`src/inc/scp_pkg.sv`:
```
// constants for the system configuration and protection register bank
// assumes a 16-bit internal data port with upper and lower byte enables
package scp_pkg;
	// ***************
	// register offsets from the module base
	// ***************
	localparam logic [11:0] OFF_MODCFG = 12'h000;
	localparam logic [11:0] OFF_PARTID = 12'h002;
	localparam logic [11:0] OFF_AVRRSR = 12'h006;
	localparam logic [11:0] OFF_VECPROT = 12'h020;
	localparam logic [11:0] OFF_TIMING = 12'h024;
	localparam logic [11:0] OFF_SERVICE = 12'h026;
	// base register location in cpu space
	localparam logic [31:0] MBASE_ADDR_HI = 32'h0003ff00;
	localparam logic [31:0] MBASE_ADDR_LO = 32'h0003ff02;
	localparam logic [3:0] FC_CPU = 4'h7;
	localparam logic [3:0] FC_SUP_DATA = 4'h5;
	// ***************
	// field positions
	// ***************
	localparam int MB_VALID = 0;
	localparam int MB_MASK_LO = 1;
	localparam int MB_MASK_HI = 9;
	localparam int MC_FRZ_TMR = 14;
	localparam int MC_FRZ_BM = 13;
	localparam int MC_FULLIRQ = 12;
	localparam int MC_SHOW_HI = 9;
	localparam int MC_SHOW_LO = 8;
	localparam int MC_SUPERVISOR_RESTRICT = 7;
	localparam int SP_WDEN = 7;
	localparam int SP_WDRST = 6;
	localparam int SP_WDT_HI = 5;
	localparam int SP_WDT_LO = 4;
	localparam int SP_DOUBLE_FAULT_MONITOR_ENABLE = 3;
	localparam int SP_BME = 2;
	localparam int PT_PRESCALE = 9;
	// ***************
	// reset values and masks
	// ***************
	localparam logic [15:0] MODCFG_RST = 16'h000f;
	localparam logic [15:0] MODCFG_MASK = 16'h738f;
	localparam logic [31:0] MBASE_MASK = 32'hfffff3ff;
	localparam logic [7:0] VECTOR_RST = 8'h0f;
	localparam logic [7:0] PROT_RST = 8'h00;
	localparam logic [7:0] AVR_MASK = 8'hfe;
	localparam logic [7:0] SVC_FIRST = 8'h55;
	localparam logic [7:0] SVC_SECOND = 8'haa;
	localparam logic [3:0] ARB_OFF = 4'h0;
	// reset source bits
	localparam int RS_PIN = 7;
	localparam int RS_POWER = 6;
	localparam int RS_WDOG = 5;
	localparam int RS_DFAULT = 4;
	localparam int RS_CLKLOSS = 2;
	localparam int RS_INSTR = 1;
	// watchdog timeout exponents, index is prescale and timing bits
	localparam logic [4:0] WD_EXP [8] = '{5'd9, 5'd11, 5'd13, 5'd15, 5'd18, 5'd20, 5'd22, 5'd24};
	localparam int WD_CNT_W = 25;
	// arbitrary identification value
	localparam logic [7:0] PART_ID = 8'h5a;
	typedef enum logic [1:0] {
		SVC_IDLE = 2'b00,
		SVC_ARMED = 2'b01
	} scp_svc_t;
endpackage

```
`src/hdl/scp_regs.sv`:
```
// configuration and protection register bank with watchdog
// assumes one clock, synchronous inputs, one-cycle bus request strobes
`timescale 1ns/1ps
module scp_regs #(
	parameter int WdShorten = 0
) (
	// clock, reset, enable
	input wire logic mclk,
	input wire logic rst,
	input wire logic ce,
	// internal bus
	input wire logic busSel,
	input wire logic busWrite,
	input wire logic [3:0] busFc,
	input wire logic [31:0] busAddr,
	input wire logic busUpper,
	input wire logic busLower,
	input wire logic [15:0] busWdata,
	output logic busAck_q,
	output logic busErr_q,
	output logic busExternal_q,
	output logic [15:0] busRdata_q,
	// show cycles and arbitration
	input wire logic extBusRequest,
	output logic showDrive_q,
	output logic showDataStrobe_q,
	output logic [15:0] showData_q,
	output logic extRequestSeen_q,
	// freeze and monitors
	input wire logic freeze,
	output logic timersRun_q,
	output logic busMonitorRun_q,
	output logic doubleFaultMonEn_q,
	output logic portFullIrq_q,
	// interrupt acknowledge
	input wire logic iackCycle,
	input wire logic [2:0] iackLevel,
	input wire logic iackWatchdog,
	output logic iackVectorValid_q,
	output logic [7:0] iackVector_q,
	output logic autovectorRequest_q,
	output logic iackExtraneous_q,
	// reset sources
	input wire logic causePin,
	input wire logic causePowerUp,
	input wire logic causeWatchdog,
	input wire logic causeDoubleFault,
	input wire logic causeClockLoss,
	input wire logic instrReset,
	input wire logic modckStrap,
	input wire logic clockLossResetEnable,
	input wire logic oscLoopEnable,
	input wire logic clockLost,
	output logic clockLossReset_q,
	output logic peripheralReset_q,
	// watchdog
	input wire logic crystalTick,
	output logic wdResetReq_q,
	output logic wdIrq7_q
);
	// ***************
	// registers
	// ***************
	logic [31:0] mbase_q;
	logic [15:0] modCfg_q;
	logic [7:0] avr_q;
	logic [7:0] rsr_q;
	logic [7:0] vector_q;
	logic [7:0] prot_q;
	logic protWritten_q;
	logic prescale_q;
	logic captured_q;
	logic [2:0] wdSel_q;
	localparam int CntW = scp_pkg::WD_CNT_W;
	logic [CntW-1:0] wdCount_q;
	scp_pkg::scp_svc_t svc_q;

	// ***************
	// decode
	// ***************
	logic [3:0] spaceIdx;
	logic spaceMasked;
	logic baseHit;
	logic hitHi;
	logic hitLo;
	logic internalHit;
	logic userDenied;
	logic [11:0] off;
	logic wrReg;
	logic showOn;
	logic arbOn;
	logic tmrRun;
	logic [CntW-1:0] wdLimit;
	logic svcWrite;
	logic wdTimeout;

	assign off = busAddr[11:0];
	assign spaceIdx = busFc[3] ? 4'd8 : {1'b0, busFc[2:0]};
	assign spaceMasked = mbase_q[scp_pkg::MB_MASK_LO + 32'(spaceIdx)];
	assign hitHi = busFc == scp_pkg::FC_CPU && busAddr == scp_pkg::MBASE_ADDR_HI;
	assign hitLo = busFc == scp_pkg::FC_CPU && busAddr == scp_pkg::MBASE_ADDR_LO;
	assign baseHit = mbase_q[scp_pkg::MB_VALID] && busAddr[31:12] == mbase_q[31:12] && !spaceMasked;
	assign internalHit = baseHit && (off == scp_pkg::OFF_MODCFG || off == scp_pkg::OFF_PARTID
		|| off == scp_pkg::OFF_AVRRSR || off == scp_pkg::OFF_VECPROT
		|| off == scp_pkg::OFF_TIMING || off == scp_pkg::OFF_SERVICE);
	assign userDenied = modCfg_q[scp_pkg::MC_SUPERVISOR_RESTRICT] && busFc != scp_pkg::FC_SUP_DATA && busWrite;
	assign wrReg = busSel && busWrite && internalHit && !userDenied;
	assign showOn = modCfg_q[scp_pkg::MC_SHOW_HI] || modCfg_q[scp_pkg::MC_SHOW_LO];
	assign arbOn = modCfg_q[scp_pkg::MC_SHOW_HI] || !modCfg_q[scp_pkg::MC_SHOW_LO];
	assign tmrRun = !(freeze && modCfg_q[scp_pkg::MC_FRZ_TMR]);
	assign wdLimit = CntW'(1) << (scp_pkg::WD_EXP[wdSel_q] - 5'(WdShorten));
	assign svcWrite = wrReg && off == scp_pkg::OFF_SERVICE && busLower;
	assign wdTimeout = prot_q[scp_pkg::SP_WDEN] && tmrRun && crystalTick && wdCount_q >= wdLimit - 1'b1;

	// ***************
	// bus answer
	// ***************
	always_ff @(posedge mclk or posedge rst) begin
		if (rst) begin
			busAck_q <= 1'b0;
			busErr_q <= 1'b0;
			busExternal_q <= 1'b0;
			busRdata_q <= 16'h0000;
		end else if (ce) begin
			busAck_q <= busSel && (hitHi || hitLo || (internalHit && !userDenied));
			busErr_q <= busSel && internalHit && userDenied;
			busExternal_q <= busSel && !hitHi && !hitLo && !internalHit;
			busRdata_q <= 16'h0000;
			if (busSel && !busWrite) begin
				if (hitHi) begin
					busRdata_q <= mbase_q[31:16];
				end else if (hitLo) begin
					busRdata_q <= mbase_q[15:0];
				end else if (internalHit && off == scp_pkg::OFF_MODCFG) begin
					busRdata_q <= modCfg_q;
				end else if (internalHit && off == scp_pkg::OFF_PARTID) begin
					busRdata_q <= {8'h00, scp_pkg::PART_ID};
				end else if (internalHit && off == scp_pkg::OFF_AVRRSR) begin
					busRdata_q <= {avr_q, rsr_q};
				end else if (internalHit && off == scp_pkg::OFF_VECPROT) begin
					busRdata_q <= {vector_q, prot_q};
				end else if (internalHit && off == scp_pkg::OFF_TIMING) begin
					busRdata_q <= 16'(prescale_q) << scp_pkg::PT_PRESCALE;
				end
			end
		end
	end

	// ***************
	// configuration registers
	// ***************
	// instruction reset never touches these
	always_ff @(posedge mclk or posedge rst) begin
		if (rst) begin
			mbase_q <= 32'h00000000;
			modCfg_q <= scp_pkg::MODCFG_RST;
			avr_q <= 8'h00;
			vector_q <= scp_pkg::VECTOR_RST;
		end else if (ce && busSel && busWrite) begin
			if (hitHi) begin
				mbase_q[31:16] <= busWdata;
			end else if (hitLo) begin
				mbase_q[15:0] <= busWdata & scp_pkg::MBASE_MASK[15:0];
			end else if (wrReg && off == scp_pkg::OFF_MODCFG) begin
				if (busUpper) begin
					modCfg_q[15:8] <= busWdata[15:8] & scp_pkg::MODCFG_MASK[15:8];
				end
				if (busLower) begin
					modCfg_q[7:0] <= busWdata[7:0] & scp_pkg::MODCFG_MASK[7:0];
				end
			end else if (wrReg && off == scp_pkg::OFF_AVRRSR && busUpper) begin
				avr_q <= busWdata[15:8] & scp_pkg::AVR_MASK;
			end else if (wrReg && off == scp_pkg::OFF_VECPROT && busUpper) begin
				vector_q <= busWdata[15:8];
			end
		end
	end

	always_ff @(posedge mclk or posedge rst) begin
		if (rst) begin
			prot_q <= scp_pkg::PROT_RST;
			protWritten_q <= 1'b0;
		end else if (ce && wrReg && off == scp_pkg::OFF_VECPROT && busLower && !protWritten_q) begin
			prot_q <= busWdata[7:0];
			protWritten_q <= 1'b1;
		end
	end

	// strap and reset source captured after release
	always_ff @(posedge mclk or posedge rst) begin
		if (rst) begin
			captured_q <= 1'b0;
			prescale_q <= 1'b0;
			rsr_q <= 8'h00;
		end else if (ce) begin
			if (!captured_q) begin
				captured_q <= 1'b1;
				prescale_q <= !modckStrap;
				rsr_q <= 8'h00;
				if (causePowerUp) begin
					rsr_q[scp_pkg::RS_POWER] <= 1'b1;
				end else if (causeClockLoss && clockLossResetEnable && oscLoopEnable) begin
					rsr_q[scp_pkg::RS_CLKLOSS] <= 1'b1;
				end else if (causeWatchdog) begin
					rsr_q[scp_pkg::RS_WDOG] <= 1'b1;
				end else if (causeDoubleFault) begin
					rsr_q[scp_pkg::RS_DFAULT] <= 1'b1;
				end else begin
					rsr_q[scp_pkg::RS_PIN] <= 1'b1;
				end
			end else if (instrReset) begin
				rsr_q <= 8'h00;
				rsr_q[scp_pkg::RS_INSTR] <= 1'b1;
			end else if (wrReg && off == scp_pkg::OFF_TIMING && busUpper) begin
				prescale_q <= busWdata[scp_pkg::PT_PRESCALE];
			end
		end
	end

	// ***************
	// watchdog
	// ***************
	// service sequence applies timeout
	always_ff @(posedge mclk or posedge rst) begin
		if (rst) begin
			svc_q <= scp_pkg::SVC_IDLE;
			wdSel_q <= 3'h0;
			wdCount_q <= '0;
		end else if (ce) begin
			if (svcWrite) begin
				svc_q <= busWdata[7:0] == scp_pkg::SVC_FIRST ? scp_pkg::SVC_ARMED : scp_pkg::SVC_IDLE;
			end
			if (svcWrite && svc_q == scp_pkg::SVC_ARMED && busWdata[7:0] == scp_pkg::SVC_SECOND) begin
				wdSel_q <= {prescale_q, prot_q[scp_pkg::SP_WDT_HI:scp_pkg::SP_WDT_LO]};
				wdCount_q <= '0;
			end else if (!prot_q[scp_pkg::SP_WDEN] || wdTimeout) begin
				wdCount_q <= '0;
			end else if (tmrRun && crystalTick) begin
				wdCount_q <= wdCount_q + 1'b1;
			end
		end
	end

	always_ff @(posedge mclk or posedge rst) begin
		if (rst) begin
			wdResetReq_q <= 1'b0;
			wdIrq7_q <= 1'b0;
		end else if (ce) begin
			wdResetReq_q <= wdTimeout && prot_q[scp_pkg::SP_WDRST];
			if (wdTimeout && !prot_q[scp_pkg::SP_WDRST]) begin
				wdIrq7_q <= 1'b1;
			end else if (iackCycle && iackWatchdog) begin
				wdIrq7_q <= 1'b0;
			end
		end
	end

	// ***************
	// interrupt acknowledge
	// ***************
	always_ff @(posedge mclk or posedge rst) begin
		if (rst) begin
			iackVectorValid_q <= 1'b0;
			iackVector_q <= 8'h00;
			autovectorRequest_q <= 1'b0;
			iackExtraneous_q <= 1'b0;
		end else if (ce) begin
			iackExtraneous_q <= iackCycle && modCfg_q[3:0] == scp_pkg::ARB_OFF;
			iackVectorValid_q <= iackCycle && iackWatchdog && modCfg_q[3:0] != scp_pkg::ARB_OFF;
			iackVector_q <= iackCycle && iackWatchdog ? vector_q : 8'h00;
			autovectorRequest_q <= iackCycle && !iackWatchdog && avr_q[iackLevel]
				&& modCfg_q[3:0] != scp_pkg::ARB_OFF;
		end
	end

	// ***************
	// pins, show cycles, monitors
	// ***************
	always_ff @(posedge mclk or posedge rst) begin
		if (rst) begin
			showDrive_q <= 1'b0;
			showDataStrobe_q <= 1'b0;
			showData_q <= 16'h0000;
			extRequestSeen_q <= 1'b0;
			timersRun_q <= 1'b1;
			busMonitorRun_q <= 1'b0;
			doubleFaultMonEn_q <= 1'b0;
			portFullIrq_q <= 1'b0;
			clockLossReset_q <= 1'b0;
			peripheralReset_q <= 1'b0;
		end else if (ce) begin
			showDrive_q <= busSel && internalHit && showOn;
			showDataStrobe_q <= busSel && internalHit && showOn;
			showData_q <= busSel && internalHit && showOn ? busWdata : 16'h0000;
			extRequestSeen_q <= extBusRequest && arbOn;
			timersRun_q <= tmrRun;
			busMonitorRun_q <= prot_q[scp_pkg::SP_BME] && !(freeze && modCfg_q[scp_pkg::MC_FRZ_BM]);
			doubleFaultMonEn_q <= prot_q[scp_pkg::SP_DOUBLE_FAULT_MONITOR_ENABLE];
			portFullIrq_q <= modCfg_q[scp_pkg::MC_FULLIRQ];
			clockLossReset_q <= clockLost && clockLossResetEnable && oscLoopEnable;
			peripheralReset_q <= instrReset;
		end
	end
endmodule

```
`config.mk`:
```
export PLATFORM = sky130hd
export DESIGN_NAME = scp_regs
export DESIGN_NICKNAME = d
export VERILOG_FILES = /design/src/inc/scp_pkg.sv /design/src/hdl/scp_regs.sv
export SDC_FILE = /design/constraint.sdc
export NUM_CORES = 1
export LEC_CHECK = 0
export BUFFER_PORTS_ARGS = -buffer_cell sky130_fd_sc_hd__buf_4
export CORE_MARGIN = 2
export CORE_UTILIZATION = 59
export CTS_CLUSTER_SIZE = 30
export DETAILED_ROUTE_END_ITERATION = 7
export PLACE_DENSITY = 0.83
export SYNTH_ARGS = -nofsm -noshare
export SYNTH_HDL_FRONTEND = slang
export SYNTH_SLANG_ARGS = --single-unit
```
`constraint.sdc`:
```
create_clock -name mclk -period 13 [get_ports mclk]
set_input_delay 0.65 -clock mclk [delete_from_list [all_inputs] [get_ports mclk]]
set_output_delay 0.65 -clock mclk [all_outputs]
set_load 0.02 [all_outputs]
```
Word level (Yosys, flattened, before mapping)
Memory sizes are Yosys's and may differ from the RTL's.
Cells that the tools add are included.
{ "word_totals": {"word_cells": 205, "output_inout_bits": 57, "mem_bits_ro": 40, "n_memories": 1, "input_bits": 77, "ff_bits": 160} }
{ "op_classes": {"bitwise_logic": 5, "n_eq_ne": 16, "n_lt_le_gt_ge": 4, "n_reduce_logical": 102, "n_shift": 1, "add_sub_neg": 3, "n_mux": 40} }
{ "memory_table": {"columns": ["name", "words", "word_bits", "read_ports", "rd_ports_with_merged_regs", "wr", "line_no", "text"], "rows": [
  ["(name not given)", 8, 5, 1, 0, 0, "scp_regs.sv:111", "assign wdLimit = CntW'(1) << (scp_pkg::WD_EXP[wdSel_q] - 5'(WdShorten));"]
]} }
{ "ops": {"columns": ["cell", "count"], "rows": [
  ["$mux W16", 8],
  ["$mux W25", 3],
  ["$eq A32 B18 Y1 const B", 2],
  ["$logic_and A1 B1 Y1", 61],
  ["$eq A12 B6 Y1 const B", 3],
  ["$add A25 B1 Y25 const B", 1],
  ["$ge A25 B25 Y1", 1],
  ["$shl A1 B5 Y25 const A", 1],
  ["$sub A25 B1 Y25 const B", 1],
  ["$mux W8", 3],
  ["$eq A20 B20 Y1", 1],
  ["$mux W1", 18],
  ["$reduce_and A5 Y1", 3],
  ["$logic_not A1 Y1", 14],
  ["$eq A12 B2 Y1 const B", 1],
  ["$eq A12 B3 Y1 const B", 1],
  ["$logic_not A12 Y1", 1],
  ["$reduce_and A2 Y1", 6],
  ["$logic_or A1 B1 Y1", 10],
  ["$mux W10", 1],
  ["$mux W5", 2],
  ["$eq A8 B7 Y1 const B", 1],
  ["$eq A8 B8 Y1 const B", 1],
  ["$lt A5 B6 Y1 const B", 1],
  ["20 further kinds", 26]
]} }

Depth between registers and ports, before layout
Gate-level depths: netlist of run 1.
{ "depth": {"word_depth": 16, "mapped_depth": 13, "mapped_depth_nobuf": 12} }

Worst setup path before layout of run 1
No wires, ideal clock.
{ "synth_timing": {"path_type": "input -> register", "startpoint": "input busFc[3]", "endpoint": "register modCfg_q[7]", "arrival_ps": 3259, "setup_ps": 125, "path_slack_ps": 9616, "n_path_buf": 2, "required_ps": 12875, "stages": 11, "path_cell_list": "buf_2 > and2b_1 > ha_1 > buf_2 > mux2_1 > a311oi_1 > o311a_1 > o2111a_2 > and3_1 > and4bb_2 > mux2_2"} }
{ "synth_between": {"elab_chain_len": 11, "elab_cells_between_ends": 20, "cone_classes": "add/sub (1); eq/ne (2); mux (3); bitwise (2); reduce/logical (12)"} }
{ "synth_lines": {"columns": ["item", "line_no", "text"], "rows": [
  ["start: declaration", "scp_regs.sv:14", "input wire logic [3:0] busFc,"],
  ["$mux W4", "scp_regs.sv:98", "assign spaceIdx = busFc[3] ? 4'd8 : {1'b0, busFc[2:0]};"],
  ["$add A1 B4 Y5", "scp_regs.sv:99", "assign spaceMasked = mbase_q[scp_pkg::MB_MASK_LO + 32'(spaceIdx)];"],
  ["$bmux W1 S5", "scp_regs.sv:99", null],
  ["$mux W1 (implied by the code)", "scp_regs.sv:99", null],
  ["$logic_not A1 Y1", "scp_regs.sv:102", "assign baseHit = mbase_q[scp_pkg::MB_VALID] && busAddr[31:12] == mbase_q[31:12] && !spaceMasked;"],
  ["$logic_and A1 B1 Y1", "scp_regs.sv:102", null],
  ["$logic_and A1 B1 Y1", "scp_regs.sv:103", "assign internalHit = baseHit && (off == scp_pkg::OFF_MODCFG || off == scp_pkg::OFF_PARTID"],
  ["$logic_and A1 B1 Y1 (2 in series)", "scp_regs.sv:107", "assign wrReg = busSel && busWrite && internalHit && !userDenied;"],
  ["$logic_and A1 B1 Y1", "scp_regs.sv:164", "end else if (wrReg && off == scp_pkg::OFF_MODCFG) begin"],
  ["$reduce_and A5 Y1 (no line) *", null, null],
  ["end signal: assignment", "scp_regs.sv:156", "modCfg_q <= scp_pkg::MODCFG_RST;"],
  ["end signal: assignment", "scp_regs.sv:169", "modCfg_q[7:0] <= busWdata[7:0] & scp_pkg::MODCFG_MASK[7:0];"],
  ["end: declaration", "scp_regs.sv:65", "logic [15:0] modCfg_q;"]
]} }
Every way passes the cells marked *; elsewhere a longest branch is shown, timed or not. The select of a mux whose other input is x is not followed.
A chain may end at the register's enable or synchronous reset.

Worst setup path after layout of run 1
{ "layout_timing": {"startpoint": "input busFc[3]", "endpoint": "register showData_q[1]"} }
{ "layout_between": {"elab_chain_len": 10} }
{ "layout_lines": {"columns": ["item", "line_no", "text"], "rows": [
  ["$mux W4", "scp_regs.sv:98", null],
  ["$add A1 B4 Y5", "scp_regs.sv:99", null],
  ["$bmux W1 S5", "scp_regs.sv:99", null],
  ["$mux W1 (implied by the code)", "scp_regs.sv:99", null],
  ["$logic_not A1 Y1", "scp_regs.sv:102", null],
  ["$logic_and A1 B1 Y1", "scp_regs.sv:102", null],
  ["$logic_and A1 B1 Y1", "scp_regs.sv:103", null],
  ["$logic_and A1 B1 Y1 (2 in series)", "scp_regs.sv:294", "showData_q <= busSel && internalHit && showOn ? busWdata : 16'h0000;"],
  ["$mux W16", "scp_regs.sv:294", null],
  ["end signal: assignment", "scp_regs.sv:294", null],
  ["end: declaration", "scp_regs.sv:27", "output logic [15:0] showData_q,"]
]} }
Every way passes these cells. The select of a mux whose other input is x is not followed.

==> results of run 1 <==
kinds of logic after synthesis:
| family | Yosys count | synth area share [%] |
|---|---|---|
| muxes | 93 | 12.53 |
| other | 2 | 0.08806 |
| AOI/OAI and AO/OA | 185 | 16.90 |
| DFF | 157 | 46.20 |
| adders and majority gates | 29 | 4.255 |
| xor gates and xnor gates | 20 | 2.054 |
| and+or+nand+nor | 244 | 15.08 |
| buffers and inverters | 54 | 2.890 |
worst reg2reg max path, cell delays in order, from the launching register on:
cell and delay [ns]:
sky130_fd_sc_hd__dfrtp_1 0.45, sky130_fd_sc_hd__ha_1 0.36, sky130_fd_sc_hd__nor2_1 0.13, sky130_fd_sc_hd__nor2_1 0.05, sky130_fd_sc_hd__o21ai_0 0.19, sky130_fd_sc_hd__ha_1 0.29, sky130_fd_sc_hd__a21oi_1 0.20, sky130_fd_sc_hd__o21ai_0 0.12
sky130_fd_sc_hd__a2111oi_0 0.61, sky130_fd_sc_hd__a21o_1 0.26, sky130_fd_sc_hd__o211ai_4 0.24, sky130_fd_sc_hd__nor2_4 0.47, sky130_fd_sc_hd__a22o_1 0.24
path summary, 6_finish.rpt:
kind,startpoint,endpoint,slack [ns],depth (start not counted)
max in group asynchronous,rst,doubleFaultMonEn_q$_DFFE_PP0P_,11.13,3
max,busFc[3],showData_q[1]$_DFFE_PP0P_,9.20,9
min reg2reg,timersRun_q$_DFFE_PP1P_,timersRun_q$_DFFE_PP1P_,0.49,2
max reg2reg,wdSel_q[0]$_DFFE_PP0P_,wdCount_q[4]$_DFFE_PP0P_,9.32,12
min in group mclk,causeDoubleFault,rsr_q[7]$_DFFE_PP0P_,0.43,2
min,rst,mbase_q[1]$_DFFE_PP0P_,0.32,2
sequential cells by signal, summed over array words and instances (netlist names), 3 cells and up:
signal,count
avr_q,7
busRdata_q,16
iackVector_q,8
mbase_q,30
modCfg_q,10
prot_q,8
rsr_q,6
showData_q,16
vector_q,8
wdCount_q,25
wdSel_q,3
final cells by class:
type / instances / area (um^2) / area share (%)
inverters: 20 / 80.08 / 0.7853
repair buffers: 136 / 1021 / 10.01
clock buffers: 20 / 456.7 / 4.479
well taps: 180 / 225.2 / 2.209
flip-flops and latches: 157 / 3940 / 38.64
multi-input cells: 577 / 4357 / 42.72
clock inverters: 11 / 117.6 / 1.153
cells in the final DEF, fill, tap and decap left out, drive strengths merged, types with 6 or more instances in the layout:
cell type	netlist	final
nand2	59	59
o211ai	7	7
conb	2	6
and2	9	9
and3	11	11
mux2	80	80
xor2	20	20
clkinv	0	6
mux2i	10	10
dfrtp	148	148
a221oi	8	8
a22o	40	40
dfstp	9	9
a32o	7	7
buf	15	136
nor2	52	52
o2bb2ai	21	21
clkbuf	19	20
ha	29	29
a221o	6	6
o21ai	36	36
nand4	11	11
a21oi	20	20
inv	20	21
nor3	18	18
nand3	28	28
nor4	19	19
power groups by stage:
stage	sequential, W	combinational, W	clock [W]
after detailed placement	0.000500	0.0000727	0
final	0.000491	0.0000741	0.000489
after global placement	0.000500	0.0000707	0
after CTS	0.000491	0.0000731	0.000490
after global routing	0.000491	0.0000797	0.000513
after floorplan	0.000502	0.0000316	0
stage by stage:
step	power (W)	hold slack [ns]
finish	0.001054	0.3230
global route	0.001084	0.3806
CTS	0.001054	0.3476
detailed placement	0.0005728	0.4624
global placement	0.0005708	0.4496
floorplan	0.0005332	0.4294
routing by layer:
layer,GRT usage [%],vias up
met5,0,-
met4,13.68,0
met3,5.723,63
met2,51.21,417
met1,45.21,3736
li1,-,3229
==> impl_metrics.ini, run 1 <==
[outcome]
run_status = finished, final reports clean

[detailed_routing]
drt-vias-per-instance = 6.762
met1_length_um = 10350
vias = 7445
drc_errors = 0
postRouteWirelength_um = 24980
route.top_layer_used = met4
drt-wirelength-per-cell_um = 22.69
met3_wirelength_um = 2114
drtIter0Drc = 741
met2WireLength_um = 11690
detail-route-antenna-nets = 0
firstDrtPassIters = 8

[sta]
post-route-min-period_ns = 3.800
setup_slack_ns = 9.200
f_max_mhz = 263.2
final_min_period_over_clock_period_pct = 29.23
report.final.slew_viol_count = 0
timing_hold_violations_final = 0
report.final.setup_viol = 0
fin_worst_skew_ns = 0.006939
rsz0062_at_grt = no
max-slew-margin-rel_pct = 29.43
tns_ns = 0
timing_worst_slew_pin_value_ns = 1.059

[synthesis]
post-synth-top-area-fraction_pct = 43.43
synth_cell_types = 73
ranking_of_synthesized_cells_by_area = sky130_fd_sc_hd__dfrtp_1 (43%), sky130_fd_sc_hd__mux2_2 (10%), sky130_fd_sc_hd__ha_1 (4.3%)
synth_area_mm2 = 0.008528
syn_area_per_cell_um2 = 10.88
synth-async-reset-ratio_pct = 100.0
synth.most_common_cell = sky130_fd_sc_hd__dfrtp_1
postSynthCellCount = 784
synth_area_leader_cell = sky130_fd_sc_hd__dfrtp_1
yosys_warnings = 0
synth.top_cells.by_count = sky130_fd_sc_hd__dfrtp_1 (148), sky130_fd_sc_hd__mux2_2 (79), sky130_fd_sc_hd__nand2_1 (59), sky130_fd_sc_hd__nor2_1 (48), sky130_fd_sc_hd__a22o_1 (40)
synth_top_flop_cell = sky130_fd_sc_hd__dfrtp_1
ys_seq_area_share_pct = 46.20
number_of_synthesized_flops_with_an_enable_pin = 0
number_of_flip_flops_and_latches_in_the_synthesized_netlist = 157

[die]
rows = 43
num_io_pins = 134
dieArea_mm2 = 0.01543
die_w_um = 124.2
core_area_mm2 = 0.01399
die-height_um = 124.2
initial_core_util_pct = 60.97

[run]
maxCapViolations = 0

[clocking]
tritoncts_num_sinks = 157
cts.clk_slew.worst_paths_ns = 0.06
hold_fix_buffers_cts = 0
cts_root_buf = sky130_fd_sc_hd__clkbuf_16
cts_tree = yes
clock_tree.htree_level_count = 4
max-clock-path-buffers = 2
cts.repair_timing.setup_buffer_count = 0
clk_latency_ns = 0.42
cts_buffers = 17
postCtsResizedCells = 0

[setup_path]
timing.critical_path.slowest_stage_cell = sky130_fd_sc_hd__nor2_2
critical_path.top_delay_family = simple AND/OR/NAND/NOR gates
worst_setup_start_kind = primary input
cp.required_ns = 13.36
critical_path_peak_fanout = 19
path_cells = buf_4, and2b_1, ha_1, mux4_2, a22oi_1, o2111a_2, nand2_1, nor2_2, a22o_1
cp.buffers_inverters = 1
timing.critical_path.to_type = flip-flop
critical_path_class = in -> reg
timing.critical_path.arrival_ns = 4.16
slowest_delay_ns = 0.74

[final_layout]
post_route_cells_drive_above_1_share_pct = 29.53
fin_nets = 1015
final.fill_count = 1027
final_design_area_no_fill_mm2 = 0.01020
antenna-diode-count = 0
final_core_util_pct = 72.90
area_growth_pct = 19.57
instances_no_fill = 1101

[global_routing]
grt_use_total_pct = 32.65
grt_pass1_vias = 7308
antenna_found_initial = 0
grt_start_max_net_pins = 83
wire_length_of_the_first_global_routing_pass_um = 39790
grt.overflow.total = 0

[pwr]
p_switching_w = 0.0002456
comb_power_share_pct = 7.0
cell_internal_pwr_w = 0.0008087
power.static_leakage_nw = 4.880
power_density_mw_per_mm2 = 103.4
power.clock.fraction_pct = 46.4
power.share.sequential_pct = 46.6
max-vdd-ir-drop_mv = 0.1004
power.share.switching_pct = 23.30

[placement]
input_output_buffers = 132
dp_hpwl_um = 17880
placer_congestion = 1.014
place.detailed.instances = 1070
postPlaceCellArea_mm2 = 0.009623
post-place-ws_ns = 8.837

[worst_hold_path]
hold_class = in -> async
Power figures use the tool's default switching activity.
==> run 2, diff against run 1 <==
Settings changed: CORE_UTILIZATION 59 to 52, PLACE_DENSITY 0.83 to 0.77.
Clock period 13 ns to 3 ns, I/O delays scaled along.
==> run 2 against run 1 <==
Net effect:
- the run now ends with setup timing left
- power rose to 4.5 times the previous value
- count of clock-buffer cells in the layout down 2
- sequential power rose to 4.3 times the previous value
- routed wire length up 4.0%
- cell area up 7.9%
- clock skew up 0.0063 ns
- non-clock buffer count up 71
- sequential cell count unchanged
- global-route usage down 2.2 points
- worst setup slack worse by 9.3 ns
- core utilization down 3.9 points
==> impl_metrics.ini, run 2 (same netlist as run 1, synthesis figures left out) <==
[final_layout]
antenna-diode-count = 0
layout_top_registers = mbase_q: 30 flops, wdCount_q: 25 flops
largest_reg_flops = 30
instances_no_fill = 1209
post_route_cells_drive_above_1_share_pct = 33.64
fin_nets = 1086
final_core_util_pct = 69.01
final_design_area_no_fill_mm2 = 0.01100
layout.cells.most_common = sky130_fd_sc_hd__buf_4
final.fill_count = 1217
area_growth_pct = 29.01
regMostFlops = mbase_q
mostFrequentLayoutCells = sky130_fd_sc_hd__buf_4 (181), sky130_fd_sc_hd__dfrtp_1 (148), sky130_fd_sc_hd__mux2_2 (79), sky130_fd_sc_hd__nand2_1 (58), sky130_fd_sc_hd__nor2_1 (47)

[die]
rows = 46
die_w_um = 132.1
dieArea_mm2 = 0.01744
core_area_mm2 = 0.01594
die-height_um = 132.1
initial_core_util_pct = 53.49
num_io_pins = 134

[clocking]
max-clock-path-buffers = 2
clock_tree.htree_level_count = 4
clk_latency_ns = 0.44
cts_root_buf = sky130_fd_sc_hd__clkbuf_16
cts.clk_slew.worst_paths_ns = 0.07
cts_buffers = 17
tritoncts_num_sinks = 157
cts_tree = yes

[sta]
f_max_mhz = 325.9
post-route-min-period_ns = 3.069
setup_slack_ns = -0.06880
report.final.setup_viol = 7
max-slew-margin-rel_pct = 44.62
timing_worst_slew_pin_value_ns = 0.8290
final_min_period_over_clock_period_pct = 102.3
tns_ns = -0.4127
rsz0062_at_grt = yes
fin_worst_skew_ns = 0.01327
timing_hold_violations_final = 0
report.final.slew_viol_count = 0

[setup_path]
timing.critical_path.to_type = flip-flop
cp.required_ns = 3.32
worst_setup_start_kind = flip-flop
timing.critical_path.slowest_stage_cell = sky130_fd_sc_hd__dfrtp_1
critical_path.most_common_cell = sky130_fd_sc_hd__buf_12
slowest_delay_ns = 0.43
critical_path_class = reg -> reg
worstSetupPathDepth = 13
timing.critical_path.arrival_ns = 3.39
ff2ff_path_depth = 13
critical_path_peak_fanout = 11
cp.buffers_inverters = 3
critical_path.top_delay_family = compound AO/OA/AOI/OAI gates
path_cells = ha_4, buf_4, o21ai_0, ha_1, nand2_2, o211ai_1, or3b_4, a21o_1, o211ai_4, buf_12, nor2_4, buf_12, a221o_1

[global_routing]
wire_length_of_the_first_global_routing_pass_um = 41670
grt_start_max_net_pins = 60
grt.overflow.total = 0
grt_pass1_vias = 7493
antenna_found_initial = 0
grt_use_total_pct = 30.41

[detailed_routing]
drtIter0Drc = 629
detail-route-antenna-nets = 0
drt-wirelength-per-cell_um = 21.49
vias = 7477
drt-vias-per-instance = 6.184
postRouteWirelength_um = 25980
drc_errors = 0
firstDrtPassIters = 5

[worst_hold_path]
hold_class = in -> reg
timing.hold.worst_path_depth = 2

[pwr]
power.static_leakage_nw = 5.262
max-vdd-ir-drop_mv = 0.4585
power_density_mw_per_mm2 = 431.1

[outcome]
run_status = finished, violations left
failed_checks = setup timing

[placement]
placer_congestion = 0.9710
place.detailed.instances = 1156
postPlaceCellArea_mm2 = 0.01012
input_output_buffers = 132
dp_hpwl_um = 18620
post-place-ws_ns = -0.1983

[run]
maxCapViolations = 0
==> run 2: cell count changes in the layout (fill, tap and decap cells not counted), moves of 2 or more <==
cell,change
sky130_fd_sc_hd__buf_12,+8
sky130_fd_sc_hd__dlygate4sd3_1,+18
sky130_fd_sc_hd__o21ai_0,-3
sky130_fd_sc_hd__clkinv_2,-5
sky130_fd_sc_hd__buf_4,+45
sky130_fd_sc_hd__clkbuf_8,-2
sky130_fd_sc_hd__o21ai_1,+2
sky130_fd_sc_hd__inv_6,+5
==> run 2: power breakdown <==
group	leakage [nW]	internal [W]	switching (W)
clock	0.288	0.00126	0.000992
sequential	2.13	0.00212	0.00000408
combinational	2.84	0.000156	0.000209
==> run 2: cell type report <==
type	count	area (um^2)	area share, %
well taps	216	270.3	2.456
flip-flops and latches	157	3940	35.81
multi-input cells	577	4412	40.10
clock buffers	18	429.2	3.901
repair buffers	207	1699	15.44
inverters	20	78.83	0.7165
clock inverters	14	172.7	1.569
==> run 2: path summary, 6_finish.rpt <==
path,startpoint,end,slack [ns]
min in group asynchronous,rst,showData_q[3]$_DFFE_PP0P_,0.43
setup reg to reg,wdSel_q[1]$_DFFE_PP0P_,wdCount_q[19]$_DFFE_PP0P_,-0.07
hold / removal,busWdata[12],showData_q[12]$_DFFE_PP0P_,0.009
hold reg to reg,protWritten_q$_DFFE_PP0P_,protWritten_q$_DFFE_PP0P_,0.48
max in group asynchronous,rst,wdCount_q[3]$_DFFE_PP0P_,1.74
setup / recovery,wdSel_q[1]$_DFFE_PP0P_,wdCount_q[19]$_DFFE_PP0P_,-0.07
==> run 2: routing by layer <==
layer,vias up,global-route usage [%],routed length [um]
li1,3375,-,-
met1,3739,40.90,10970
met2,297,49.86,12630
met3,66,5.037,1567
met4,0,11.05,815
met5,-,0,0
==> run 2: stage by stage <==
| step | hold WS (ns) | power, W |
|---|---|---|
| CTS | 0.003803 | 0.004755 |
| finish | 0.008762 | 0.004743 |
| global placement | 0.3463 | 0.002508 |
| global route | 0.006679 | 0.004883 |
| floorplan | 0.2452 | 0.002311 |
| detailed placement | 0.3447 | 0.002510 |
==> run 2: timing repair <==
action                     CTS  global route
pin swaps                    9             6
hold buffers                18             0
setup endpoints to repair   25            21
setup buffers                3             0
gates resized for setup     10             4
hold endpoints to repair    55             0
